**config.mk**
```make
export PLATFORM = sky130hd
export DESIGN_NAME = ufs_core
export DESIGN_NICKNAME = d
export VERILOG_FILES = /design/src/rtl/ufs_core.v
export VERILOG_INCLUDE_DIRS = /design/src /design/src/common
export SDC_FILE = /design/constraint.sdc
export NUM_CORES = 1
export LEC_CHECK = 0
export BUFFER_PORTS_ARGS = -buffer_cell sky130_fd_sc_hd__buf_2
export CORE_ASPECT_RATIO = 1.5
export CORE_UTILIZATION = 30
export DETAILED_ROUTE_END_ITERATION = 12
export PLACE_DENSITY = 0.5
export SLEW_MARGIN = 10
export SYNTH_ARGS = -nofsm -noshare
export SYNTH_HDL_FRONTEND = slang
export SYNTH_SLANG_ARGS = --single-unit
```
**constraint.sdc**
```tcl
create_clock -name clk_sys -period 7.5 [get_ports clk_sys]
set_input_delay 1.875 -clock clk_sys [delete_from_list [all_inputs] [get_ports clk_sys]]
set_output_delay 1.875 -clock clk_sys [all_outputs]
set_load 0.02 [all_outputs]
```
**src/common/ufs_regs.vh**
```
`ifndef UFS_REGS_VH
`define UFS_REGS_VH
// register indices
`define UFS_A_STAT 3'h0
`define UFS_A_CTRL 3'h1
`define UFS_A_MODE 3'h2
`define UFS_A_FCTL 3'h3
`define UFS_A_BAUD 3'h4
`define UFS_A_TXD 3'h5
`define UFS_A_RXD 3'h6
`define UFS_A_CNT 3'h7
// status flag positions
`define UFS_ER 7
`define UFS_TX_END_FLAG 6
`define UFS_TX_FIFO_EMPTY_FLAG 5
`define UFS_BRK 4
`define UFS_FER 3
`define UFS_PER 2
`define UFS_RDF 1
`define UFS_DR 0
`define UFS_STAT_RST 16'h0060
`define UFS_CLR_MASK 8'hF3
// control and mode fields
`define UFS_TE 5
`define UFS_RE 4
`define UFS_PE 5
`define UFS_ODD 4
`define UFS_STOP2 3
`define UFS_TTRG_LO 4
`define UFS_RTRG_LO 6
// sizes and timing
`define UFS_DEPTH 5'h10
`define UFS_TICKS_PER_ETU 16
`define UFS_DR_ETU 15
`define UFS_DR_TICKS (`UFS_DR_ETU * `UFS_TICKS_PER_ETU)
`define UFS_BAUD_RST 8'h00
`endif

```
**src/rtl/ufs_core.v**
```verilog
// Overview of operation
// - status register is 16 bits: error counts high, state flags low
// - flags ignore written 1; written 0 clears only after a read of 1
// - framing and parity error bits are read-only
// - status register starts at 0x0060 after reset or standby
// - stop bit sampled 0 sets the receive fault flag
// - parity mismatch with parity on sets the receive fault flag
// - disabling the receiver leaves the receive fault flag alone
// - faulty characters still enter the receive FIFO; reception goes on
// - with two stop bits only the first is checked
// - writing transmit data clears transmit end
// - transmit end set by reset, standby and clearing transmit enable
// - transmit end set when last bit sent and FIFO empty
// - FIFO-empty flag set when sending drops count below trigger
// - FIFO-empty flag clears on fill past trigger or read-then-zero
// - FIFO-empty flag forced to 1 by reset and standby
// - transmit FIFO holds 16 bytes; writes when full are dropped
// - count register upper byte shows transmit FIFO occupancy
// - break flag set on framing error with line staying at space
// - break flag clears on reset, standby or read-then-zero
// - receive-full flag set when stored bytes exceed receive trigger
// - data-ready set when few bytes wait and line idle 15 etu
// - framing and parity bits reflect the receive FIFO head entry
`timescale 1ns/10ps
`default_nettype none
`include "ufs_regs.vh"
module ufs_core (
    // clock and reset
    input wire clk_sys,
    input wire sys_rst,
    input wire standby,
    // register port
    input wire [2:0] reg_addr,
    input wire [15:0] reg_wdata,
    input wire reg_wr,
    input wire reg_rd,
    output reg [15:0] reg_rdata,
    // serial line
    input wire rxd,
    output wire txd
);
    localparam RS_IDLE = 3'd0;
    localparam RS_START = 3'd1;
    localparam RS_DATA = 3'd2;
    localparam RS_PAR = 3'd3;
    localparam RS_STOP = 3'd4;
    localparam RS_BRKC = 3'd5;
    localparam RS_MARK = 3'd6;
    localparam [15:0] STAT_RST = `UFS_STAT_RST;

    function [4:0] tx_trig;
        input [1:0] sel;
        begin
            if (sel == 2'h0)
                tx_trig = 5'h08;
            else if (sel == 2'h1)
                tx_trig = 5'h04;
            else if (sel == 2'h2)
                tx_trig = 5'h02;
            else
                tx_trig = 5'h01;
        end
    endfunction

    function [4:0] rx_trig;
        input [1:0] sel;
        begin
            if (sel == 2'h0)
                rx_trig = 5'h01;
            else if (sel == 2'h1)
                rx_trig = 5'h04;
            else if (sel == 2'h2)
                rx_trig = 5'h08;
            else
                rx_trig = 5'h0E;
        end
    endfunction

    // set wins over clear
    function upd;
        input f;
        input set;
        input clr;
        begin
            upd = set ? 1'b1 : (clr ? 1'b0 : f);
        end
    endfunction

    wire rst = sys_rst | standby;
    wire wr_stat = reg_wr && reg_addr == `UFS_A_STAT;
    wire wr_ctrl = reg_wr && reg_addr == `UFS_A_CTRL;
    wire wr_txd = reg_wr && reg_addr == `UFS_A_TXD;
    wire rd_stat = reg_rd && reg_addr == `UFS_A_STAT;
    wire rd_rxd = reg_rd && reg_addr == `UFS_A_RXD;

    // configuration registers
    reg [7:0] ctrl_q;
    reg [7:0] mode_q;
    reg [7:0] fctl_q;
    reg [7:0] baud_q;
    wire te = ctrl_q[`UFS_TE];
    wire re = ctrl_q[`UFS_RE];
    wire pe = mode_q[`UFS_PE];
    wire odd = mode_q[`UFS_ODD];
    wire stop2 = mode_q[`UFS_STOP2];
    wire [4:0] ttrg = tx_trig(fctl_q[`UFS_TTRG_LO+1:`UFS_TTRG_LO]);
    wire [4:0] rtrg = rx_trig(fctl_q[`UFS_RTRG_LO+1:`UFS_RTRG_LO]);
    wire te_fall = wr_ctrl && !reg_wdata[`UFS_TE] && te;

    // baud tick, 16 per bit
    reg [7:0] bcnt_q;
    wire tick = bcnt_q == baud_q;

    // transmit FIFO
    reg [7:0] tx_mem [0:15];
    reg [3:0] tx_wp_q;
    reg [3:0] tx_rp_q;
    reg [4:0] tx_cnt_q;
    wire tx_acc = wr_txd && tx_cnt_q != `UFS_DEPTH;
    reg ts_busy_q;
    reg [11:0] tx_shift_reg_q;
    reg [3:0] ts_bits_q;
    reg [3:0] ts_tk_q;
    wire tx_pop = !ts_busy_q && te && tx_cnt_q != 5'h00;
    wire ts_bit_end = ts_busy_q && tick && ts_tk_q == 4'hF;
    wire tx_done = ts_bit_end && ts_bits_q == 4'h1;
    wire [4:0] tx_cnt_d = tx_cnt_q + {4'h0, tx_acc} - {4'h0, tx_pop};
    wire [7:0] tx_head = tx_mem[tx_rp_q];
    assign txd = ts_busy_q ? tx_shift_reg_q[0] : 1'b1;

    // receive FIFO: data, framing bit, parity bit
    reg [9:0] rx_mem [0:15];
    reg [3:0] rx_wp_q;
    reg [3:0] rx_rp_q;
    reg [4:0] rx_cnt_q;
    reg [4:0] ferc_q;
    reg [4:0] perc_q;
    reg [2:0] rs_q;
    reg [3:0] rtk_q;
    reg [2:0] rbit_q;
    reg [7:0] rsh_q;
    reg rpar_q;
    reg rperr_q;
    wire rx_stop = tick && rs_q == RS_STOP && rtk_q == 4'hF;
    wire rx_fer = !rxd;
    wire rx_push = rx_stop && rx_cnt_q != `UFS_DEPTH;
    wire rx_pop = rd_rxd && rx_cnt_q != 5'h00;
    wire [4:0] rx_cnt_d = rx_cnt_q + {4'h0, rx_push} - {4'h0, rx_pop};
    wire [9:0] rx_head = rx_cnt_q != 5'h00 ? rx_mem[rx_rp_q] : 10'h000;
    wire pop_fer = rx_pop && rx_head[9];
    wire pop_per = rx_pop && rx_head[8];

    // data-ready idle timer
    reg [7:0] dr_cnt_q;
    reg dr_run_q;
    wire dr_exp = dr_run_q && tick && rs_q == RS_IDLE
        && dr_cnt_q == (`UFS_DR_TICKS - 1);

    // status flags
    reg er_q;
    reg tx_end_flag_q;
    reg tx_fifo_empty_flag_q;
    reg brk_q;
    reg rdf_q;
    reg dr_q;
    reg [7:0] arm_q;
    reg brk_set;
    wire [7:0] clr = {8{wr_stat}} & ~reg_wdata[7:0] & arm_q;
    wire [3:0] ferc_v = ferc_q[4] ? 4'hF : ferc_q[3:0];
    wire [3:0] perc_v = perc_q[4] ? 4'hF : perc_q[3:0];
    wire [15:0] stat = {perc_v, ferc_v, er_q, tx_end_flag_q, tx_fifo_empty_flag_q, brk_q,
        rx_head[9], rx_head[8], rdf_q, dr_q};

    // configuration and register reads
    always @(posedge clk_sys)
    begin
        if (rst)
        begin
            ctrl_q <= 8'h00;
            mode_q <= 8'h00;
            fctl_q <= 8'h00;
            baud_q <= `UFS_BAUD_RST;
            reg_rdata <= 16'h0000;
        end
        else
        begin
            if (wr_ctrl)
                ctrl_q <= reg_wdata[7:0] & 8'h30;
            else if (reg_wr && reg_addr == `UFS_A_MODE)
                mode_q <= reg_wdata[7:0] & 8'h38;
            else if (reg_wr && reg_addr == `UFS_A_FCTL)
                fctl_q <= reg_wdata[7:0] & 8'hF0;
            else if (reg_wr && reg_addr == `UFS_A_BAUD)
                baud_q <= reg_wdata[7:0];
            if (!reg_rd)
                reg_rdata <= 16'h0000;
            else if (reg_addr == `UFS_A_STAT)
                reg_rdata <= stat;
            else if (reg_addr == `UFS_A_CTRL)
                reg_rdata <= {8'h00, ctrl_q};
            else if (reg_addr == `UFS_A_MODE)
                reg_rdata <= {8'h00, mode_q};
            else if (reg_addr == `UFS_A_FCTL)
                reg_rdata <= {8'h00, fctl_q};
            else if (reg_addr == `UFS_A_BAUD)
                reg_rdata <= {8'h00, baud_q};
            else if (reg_addr == `UFS_A_RXD)
                reg_rdata <= {8'h00, rx_head[7:0]};
            else if (reg_addr == `UFS_A_CNT)
                reg_rdata <= {3'h0, tx_cnt_q, 3'h0, rx_cnt_q};
            else
                reg_rdata <= 16'h0000;
        end
    end

    // baud divider
    always @(posedge clk_sys)
    begin
        if (rst || tick)
            bcnt_q <= 8'h00;
        else
            bcnt_q <= bcnt_q + 8'h01;
    end

    // transmit FIFO and shifter
    always @(posedge clk_sys)
    begin
        if (tx_acc)
            tx_mem[tx_wp_q] <= reg_wdata[7:0];
    end

    always @(posedge clk_sys)
    begin
        if (rst)
        begin
            tx_wp_q <= 4'h0;
            tx_rp_q <= 4'h0;
            tx_cnt_q <= 5'h00;
            ts_busy_q <= 1'b0;
            tx_shift_reg_q <= 12'hFFF;
            ts_bits_q <= 4'h0;
            ts_tk_q <= 4'h0;
        end
        else
        begin
            tx_cnt_q <= tx_cnt_d;
            if (tx_acc)
                tx_wp_q <= tx_wp_q + 4'h1;
            if (tx_pop)
            begin
                tx_rp_q <= tx_rp_q + 4'h1;
                ts_busy_q <= 1'b1;
                ts_tk_q <= 4'h0;
                tx_shift_reg_q <= {2'b11,
                    pe ? (^tx_head) ^ odd : 1'b1, tx_head, 1'b0};
                ts_bits_q <= 4'hA + {3'h0, pe} + {3'h0, stop2};
            end
            else if (ts_busy_q && tick)
            begin
                ts_tk_q <= ts_tk_q + 4'h1;
                if (ts_bit_end)
                begin
                    tx_shift_reg_q <= {1'b1, tx_shift_reg_q[11:1]};
                    ts_bits_q <= ts_bits_q - 4'h1;
                    if (tx_done)
                        ts_busy_q <= 1'b0;
                end
            end
        end
    end

    // receive FIFO write
    always @(posedge clk_sys)
    begin
        if (rx_push)
            rx_mem[rx_wp_q] <= {rx_fer, rperr_q, rsh_q};
    end

    // receiver
    always @(posedge clk_sys)
    begin
        if (rst)
        begin
            rs_q <= RS_IDLE;
            rtk_q <= 4'h0;
            rbit_q <= 3'h0;
            rsh_q <= 8'h00;
            rpar_q <= 1'b0;
            rperr_q <= 1'b0;
            rx_wp_q <= 4'h0;
            rx_rp_q <= 4'h0;
            rx_cnt_q <= 5'h00;
            ferc_q <= 5'h00;
            perc_q <= 5'h00;
            brk_set <= 1'b0;
        end
        else
        begin
            rx_cnt_q <= rx_cnt_d;
            brk_set <= 1'b0;
            if (rx_push)
                rx_wp_q <= rx_wp_q + 4'h1;
            if (rx_pop)
                rx_rp_q <= rx_rp_q + 4'h1;
            ferc_q <= ferc_q + {4'h0, rx_push && rx_fer}
                - {4'h0, pop_fer};
            perc_q <= perc_q + {4'h0, rx_push && rperr_q}
                - {4'h0, pop_per};
            if (tick && rs_q != RS_IDLE && rs_q != RS_MARK)
                rtk_q <= rtk_q + 4'h1;
            case (rs_q)
                RS_IDLE:
                    if (re && !rxd)
                    begin
                        rs_q <= RS_START;
                        rtk_q <= 4'h0;
                    end
                RS_START:
                    if (tick && rtk_q == 4'h7)
                    begin
                        rs_q <= rxd ? RS_IDLE : RS_DATA;
                        rtk_q <= 4'h0;
                        rbit_q <= 3'h0;
                        rpar_q <= 1'b0;
                        rperr_q <= 1'b0;
                    end
                RS_DATA:
                    if (tick && rtk_q == 4'hF)
                    begin
                        rsh_q <= {rxd, rsh_q[7:1]};
                        rpar_q <= rpar_q ^ rxd;
                        rbit_q <= rbit_q + 3'h1;
                        if (rbit_q == 3'h7)
                            rs_q <= pe ? RS_PAR : RS_STOP;
                    end
                RS_PAR:
                    if (tick && rtk_q == 4'hF)
                    begin
                        rperr_q <= rpar_q ^ rxd ^ odd;
                        rs_q <= RS_STOP;
                    end
                RS_STOP:
                    if (rx_stop)
                        rs_q <= rx_fer ? RS_BRKC : RS_IDLE;
                RS_BRKC:
                    if (tick && rtk_q == 4'hF)
                    begin
                        brk_set <= !rxd;
                        rs_q <= rxd ? RS_IDLE : RS_MARK;
                    end
                RS_MARK:
                    if (rxd)
                        rs_q <= RS_IDLE;
                default:
                    rs_q <= RS_IDLE;
            endcase
        end
    end

    // data-ready timer, restarted at each stop bit
    always @(posedge clk_sys)
    begin
        if (rst)
        begin
            dr_cnt_q <= 8'h00;
            dr_run_q <= 1'b0;
        end
        else if (rx_stop)
        begin
            dr_cnt_q <= 8'h00;
            dr_run_q <= 1'b1;
        end
        else if (rs_q == RS_START || dr_exp)
            dr_run_q <= 1'b0;
        else if (dr_run_q && tick && rs_q == RS_IDLE)
            dr_cnt_q <= dr_cnt_q + 8'h01;
    end

    // status flags
    always @(posedge clk_sys)
    begin
        if (rst)
        begin
            er_q <= STAT_RST[`UFS_ER];
            tx_end_flag_q <= STAT_RST[`UFS_TX_END_FLAG];
            tx_fifo_empty_flag_q <= STAT_RST[`UFS_TX_FIFO_EMPTY_FLAG];
            brk_q <= STAT_RST[`UFS_BRK];
            rdf_q <= STAT_RST[`UFS_RDF];
            dr_q <= STAT_RST[`UFS_DR];
            arm_q <= 8'h00;
        end
        else
        begin
            // receiver enable plays no part here
            er_q <= upd(er_q, rx_stop && (rx_fer || rperr_q),
                clr[`UFS_ER]);
            tx_end_flag_q <= te_fall || tx_done && tx_cnt_q == 5'h00 ? 1'b1
                : (tx_acc || clr[`UFS_TX_END_FLAG] ? 1'b0 : tx_end_flag_q);
            tx_fifo_empty_flag_q <= upd(tx_fifo_empty_flag_q, tx_pop && tx_cnt_d < ttrg,
                tx_acc && tx_cnt_d > ttrg || clr[`UFS_TX_FIFO_EMPTY_FLAG]);
            brk_q <= upd(brk_q, brk_set, clr[`UFS_BRK]);
            rdf_q <= upd(rdf_q, rx_push && rx_cnt_d > rtrg,
                clr[`UFS_RDF] && !(rx_cnt_q > rtrg));
            dr_q <= upd(dr_q, dr_exp && rx_cnt_q != 5'h00
                && rx_cnt_q < rtrg, clr[`UFS_DR]);
            if (rd_stat)
                arm_q <= stat[7:0] & `UFS_CLR_MASK;
            else
                arm_q <= arm_q & stat[7:0] & ~clr;
        end
    end
endmodule // ufs_core
`default_nettype wire

```
==> impl_metrics.ini, run 1 <==
[yosys]
syn_nets = 1378
synth_edf_count = 288
synth_warnings = 0
synth_flop_cell = edfxtp_1
yosys-top-cells-area = edfxtp_1 47%, dfxtp_1 16%, mux4_2 8.6%, ha_1 3.7%, mux4_1 2.6%
yosysSeqAreaShare = 0.629
syn_avg_cell_area_um2 = 14.2
netlist_instances = 1294
yosysTopAreaCellShare = 0.470
yosys.area.top_type = edfxtp_1
synthesis.area_um2 = 18400
async_reset_ff_frac = 0
synth_seq_cells = 434
yosysUniqueCellTypes = 67

[sta]
tns_ns = 0
rsz0062_at_grt = false
finalHoldViolCount = 0
slew_headroom = 0.292
max_freq_ghz = 0.190
period_share = 0.700
skew_ns = 0.0184
whs_ns = 0.450
worst_pin_slew_ns = 1.05
fin_ws_ns = 2.25
setup_viol = 0
slew_viol_final = 0
fin_crit_ns = 5.25

[layout]
final_layout_size_suffix_gt1_frac = 0.155
area.growth.synth_to_final_pct = 13.7
utilization = 0.347
layout.nets = 1413
final-seq-area_um2 = 11600
n_fill_cell = 5852
mostFrequentLayoutCells = 288 x edfxtp_1, 142 x dfxtp_1, 120 x nor2_1
stdcell_count = 2151
finish.instance_area_um2 = 20900
layout_commonest_cell = edfxtp_1
multiInputGateArea_um2 = 6350

[global_routing]
grt_max_degree = 52
overflow = 0
antenna_found_initial = 3
track_usage = 0.141
grt_pass1_wl_mm = 65.8
grt_pass1_vias = 10800

[detailed_routing]
via_per_inst = 4.88
drcViolationCount = 0
drtIter0Drc = 596
wire_per_inst_um = 20.0
routed_wl_mm = 43.1
met2_length_mm = 22.8
drtAntennaViolNets = 0
wl_met1_mm = 17.2
wl_met3_mm = 1.73
dr.pass1.iters = 5
vias = 10500
top_layer_used = met5

[die]
coreArea_um2 = 60300
start_util = 0.305
die_w_um = 204
dieArea_um2 = 62400
die_h_um = 305
rows = 110
ios = 42

[run_status]
outcome = complete, no violations

[setup_path]
crit_required_ns = 7.97
slowest_stage = nor3_1
arrival_ns = 5.72
slowest_delay_ns = 0.70
path_class = input port to flop
critPathCaptureType = flop
path_max_fanout = 21
critPathLaunchType = input port
path_cells = buf_2, nand2_1, nor3_1, and2_1, ha_1, inv_1, ha_1, inv_1, fa_1, inv_1, ha_1, nor2b_1, o21a_1, o21a_1, o21ai_0, a21oi_1, o21a_1

[pwr]
ir_drop_uv = 179
power.total_mw = 4.94
p_leak_nw = 7.02
p_per_area_nw_per_um2 = 236

[clock_tree]
post_cts_buffers = 0
cts_made_buffers = 45
htreeDepth = 2
cts_max_path_buffers = 3
worstSkewPairLatency_ns = 0.58
post_cts_resized = 0
cts_hold_buf = 0
cts_sinks = 434
clock-root-buffer = clkbuf_16
cts_tree = built
clk_pin_slew_worst_paths_ns = 0.07

[placed_design]
postPlaceCellArea_um2 = 19400
io_buffers = 33
place_worst_setup_slack_ns = 1.66
gp_congestion = 0.769
placed_cells = 2066
dpl.hpwl_mm = 28.2

[worst_hold_path]
hp-class = flop to flop

[flow_run]
maxCapViolations = 0
sequential cells by signal, summed over array words and instances (netlist names), 5 cells and up, named ones only:
signal and count:
tx_mem 128, ferc_q 5, tx_shift_reg_q 10, perc_q 5
reg_rdata 16, arm_q 6, baud_q 8, rx_cnt_q 5
tx_cnt_q 5, dr_cnt_q 8, rsh_q 8, rx_mem 160
bcnt_q 8
power by group:
part / switching [mW] / internal [mW] / total [mW] / leakage [nW]
combinational: 0.0515 / 0.0174 / 0.0689 / 2.37
sequential: 0.00242 / 2.53 / 2.54 / 3.90
clock: 0.967 / 1.37 / 2.34 / 0.751
logic make-up after synthesis:
logic type	synth area share
AO/OA/AOI/OAI	0.0505
XOR/XNOR	0.0332
multiplexers	0.122
flip-flops	0.629
AND/OR/NAND/NOR	0.0972
buffers and inverters	0.0269
adder cells (fa/ha/maj)	0.0417
worst paths after layout:
path | start | endpoint | slack [ns] | depth (start not counted)
setup / recovery | reg_addr[2] | rdf_q | 2.25 | 17
hold / removal | er_q | arm_q[7] | 0.45 | 2
setup reg to reg | baud_q[6] | rdf_q | 2.68 | 18
hold reg to reg | er_q | arm_q[7] | 0.45 | 2
critical path: cells and delay by family:
kind            cells  cell delay, ns
compound gates      5            0.72
buf+inv             4            0.49
fa+ha+maj           4            1.24
simple gates        4            1.40
final cells by class:
cell class	instances	share of cell area
Clock buffer	57	0.0583
Inverter	56	0.0100
Multi-Input combinational cell	746	0.303
Timing Repair Buffer	46	0.0126
Antenna cell	1	0.000120
Sequential cell	434	0.553
Clock inverter	27	0.0155
Tap cell	784	0.0469
layer usage:
layer,track usage,vias up
met2,0.255,191
met1,0.160,5297
met5,0,-
li1,-,4924
met4,0.0540,6
met3,0.0271,74
cells in the mapped netlist, drive strengths merged (11+ instances only):
library cell	instances
edfxtp	288
dfxtp	146
nor2	122
mux4	88
nand2	75
a21oi	56
inv	56
ha	55
clkbuf	38
xor2	34
and3	33
nand3	33
o21ai	33
xnor2	27
buf	20
mux2i	19
and2	17
nor3	16
nand4	13
nor2b	13
a22oi	11
Power figures use the tool's default switching activity.
==> run 2, diff against run 1 <==
- PLACE_DENSITY: 0.5 -> 0.52
- clock period: 7.5 -> 4.34 ns (I/O delays scaled with it)
==> impl_metrics.ini, run 2 (synthesis results as in run 1) <==
[run_status]
outcome = complete, no violations

[sta]
finalHoldViolCount = 0
tns_ns = 0
max_freq_ghz = 0.246
fin_crit_ns = 4.07
slew_headroom = 0.305
skew_ns = 0.0197
setup_viol = 0
worst_pin_slew_ns = 1.04
period_share = 0.938
slew_viol_final = 0
rsz0062_at_grt = false

[clock_tree]
cts_max_path_buffers = 3
clk_pin_slew_worst_paths_ns = 0.06
cts_sinks = 434
cts_made_buffers = 45
htreeDepth = 2
post_cts_buffers = 0
clock-root-buffer = clkbuf_16
cts_tree = built
worstSkewPairLatency_ns = 0.59

[worst_hold_path]
worstHoldEndpoint = brk_q
hp-class = flop to flop
hp-start = brk_set
hold_depth = 2

[die]
start_util = 0.305
die_w_um = 204
rows = 110
dieArea_um2 = 62400
ios = 42
coreArea_um2 = 60300
die_h_um = 305

[setup_path]
path_max_fanout = 3
arrival_ns = 4.54
r2r_cells = 19
reg2reg_to = rdf_q
critPathLaunchType = flop
rrSetupSlack_ns = 0.27
path_class = flop to flop
critPathCaptureType = flop
regToRegStartpoint = rtk_q[0]
crit_required_ns = 4.81

[layout]
layout_commonest_cell = edfxtp_1
layout.nets = 1440
largest-register = rx_mem
stdcell_count = 2178
area.growth.synth_to_final_pct = 14.8
final_layout_size_suffix_gt1_frac = 0.170
largest_reg_flops = 160
mostFrequentLayoutCells = 288 x edfxtp_1, 143 x dfxtp_1, 120 x nor2_1
reg_top3 = rx_mem: 160 flops, tx_mem: 128 flops, reg_rdata: 16 flops

[detailed_routing]
routed_wl_mm = 43.5
drtIter0Drc = 577
vias = 10700
via_per_inst = 4.91
wire_per_inst_um = 20.0
drtAntennaViolNets = 0
drcViolationCount = 0
dr.pass1.iters = 5

[global_routing]
overflow = 0
track_usage = 0.142
grt_pass1_wl_mm = 66.7
grt_max_degree = 46
grt_pass1_vias = 11000
antenna_found_initial = 1

[placed_design]
placed_cells = 2093
gp_congestion = 0.834
io_buffers = 33
dpl.hpwl_mm = 29.3

[flow_run]
maxCapViolations = 0

[pwr]
p_per_area_nw_per_um2 = 401
ir_drop_uv = 337
clkPwrFrac = 0.468
netSwitchingFraction = 0.208
p_leak_nw = 7.23
power.total_mw = 8.48
p_comb_frac = 0.015
intPower_mw = 6.71
p_switching_mw = 1.77
p_seq_frac = 0.517
## run 2: cell types whose count changed in the layout (fill, tap and decap cells not counted), moves of 2 or more
cell,before,now
nor3_2,1,3
clkinv_1,3,5
clkinv_4,3,0
nor3_1,14,12
buf_4,13,40
## run 2: how the worst max path moves through the flow
stage / from / to / slack (ns) / cells past startpoint
after floorplan: reg_addr[1] / rdf_q / 0.006 / 18
after global placement: rtk_q[0] / rdf_q / 0.15 / 19
after detailed placement: rtk_q[0] / rdf_q / 0.12 / 19
after CTS: rtk_q[0] / rdf_q / 0.06 / 19
after global routing: rtk_q[0] / rdf_q / 0.03 / 19
final: rtk_q[0] / rdf_q / 0.27 / 19
## run 2: layer usage
metal	share of wire	wire length (µm)	track usage
met1	0.41	17700	0.169
met2	0.52	22700	0.253
met3	0.039	1710	0.0243
met4	0.034	1500	0.0561
met5	0.00023	10	0
## run 2: stage by stage
step	hold slack [ns]	worst slack, ns	utilization	cell area [µm²]
after detailed placement	0.446	0.117	0.325	19600
after global placement	0.438	0.147	0.325	19600
after global routing	0.479	0.0292	0.350	21100
after floorplan	0.413	0.00586	-	18400
final	0.467	0.268	0.350	21100
after CTS	0.460	0.0635	0.350	21100
## run 2: what timing repair did
| action | CTS | global route |
|---|---|---|
| setup endpoints to repair | 0 | 1 |
| gates resized for setup | 0 | 2 |
| hold buffers | 0 | 0 |
## run 2: worst max-delay path, cell delays in order (launching register included)
cell	delay, ns
dfxtp_2	0.36
ha_1	0.16
nand2_1	0.08
or3_1	0.36
or4_4	0.47
nor3_4	0.17
inv_2	0.05
ha_1	0.28
inv_1	0.06
ha_1	0.15
inv_1	0.05
fa_1	0.50
inv_1	0.05
ha_1	0.30
nor2b_1	0.14
o21a_1	0.16
o21a_1	0.16
o21ai_0	0.17
a21oi_1	0.10
o21a_1	0.17
## run 2: area by class of cell
type | instances | area, µm²
tap | 784 | 981
fill | 5787 | 39200
sequential | 434 | 11600
antenna | 2 | 5.00
timing repair buffer | 73 | 465
clock buffer | 56 | 1210
inverter | 56 | 210
clock inverter | 27 | 319
multi-input combinational | 746 | 6360
## run 2: power groups by stage
stage | Combinational, mW | Clock, mW | Sequential [mW]
final | 0.126 | 3.97 | 4.38
after global routing | 0.136 | 4.23 | 4.38
after CTS | 0.127 | 4.08 | 4.38
after detailed placement | 0.127 | 0 | 4.47
after global placement | 0.124 | 0 | 4.47
after floorplan | 0.0615 | 0 | 4.47
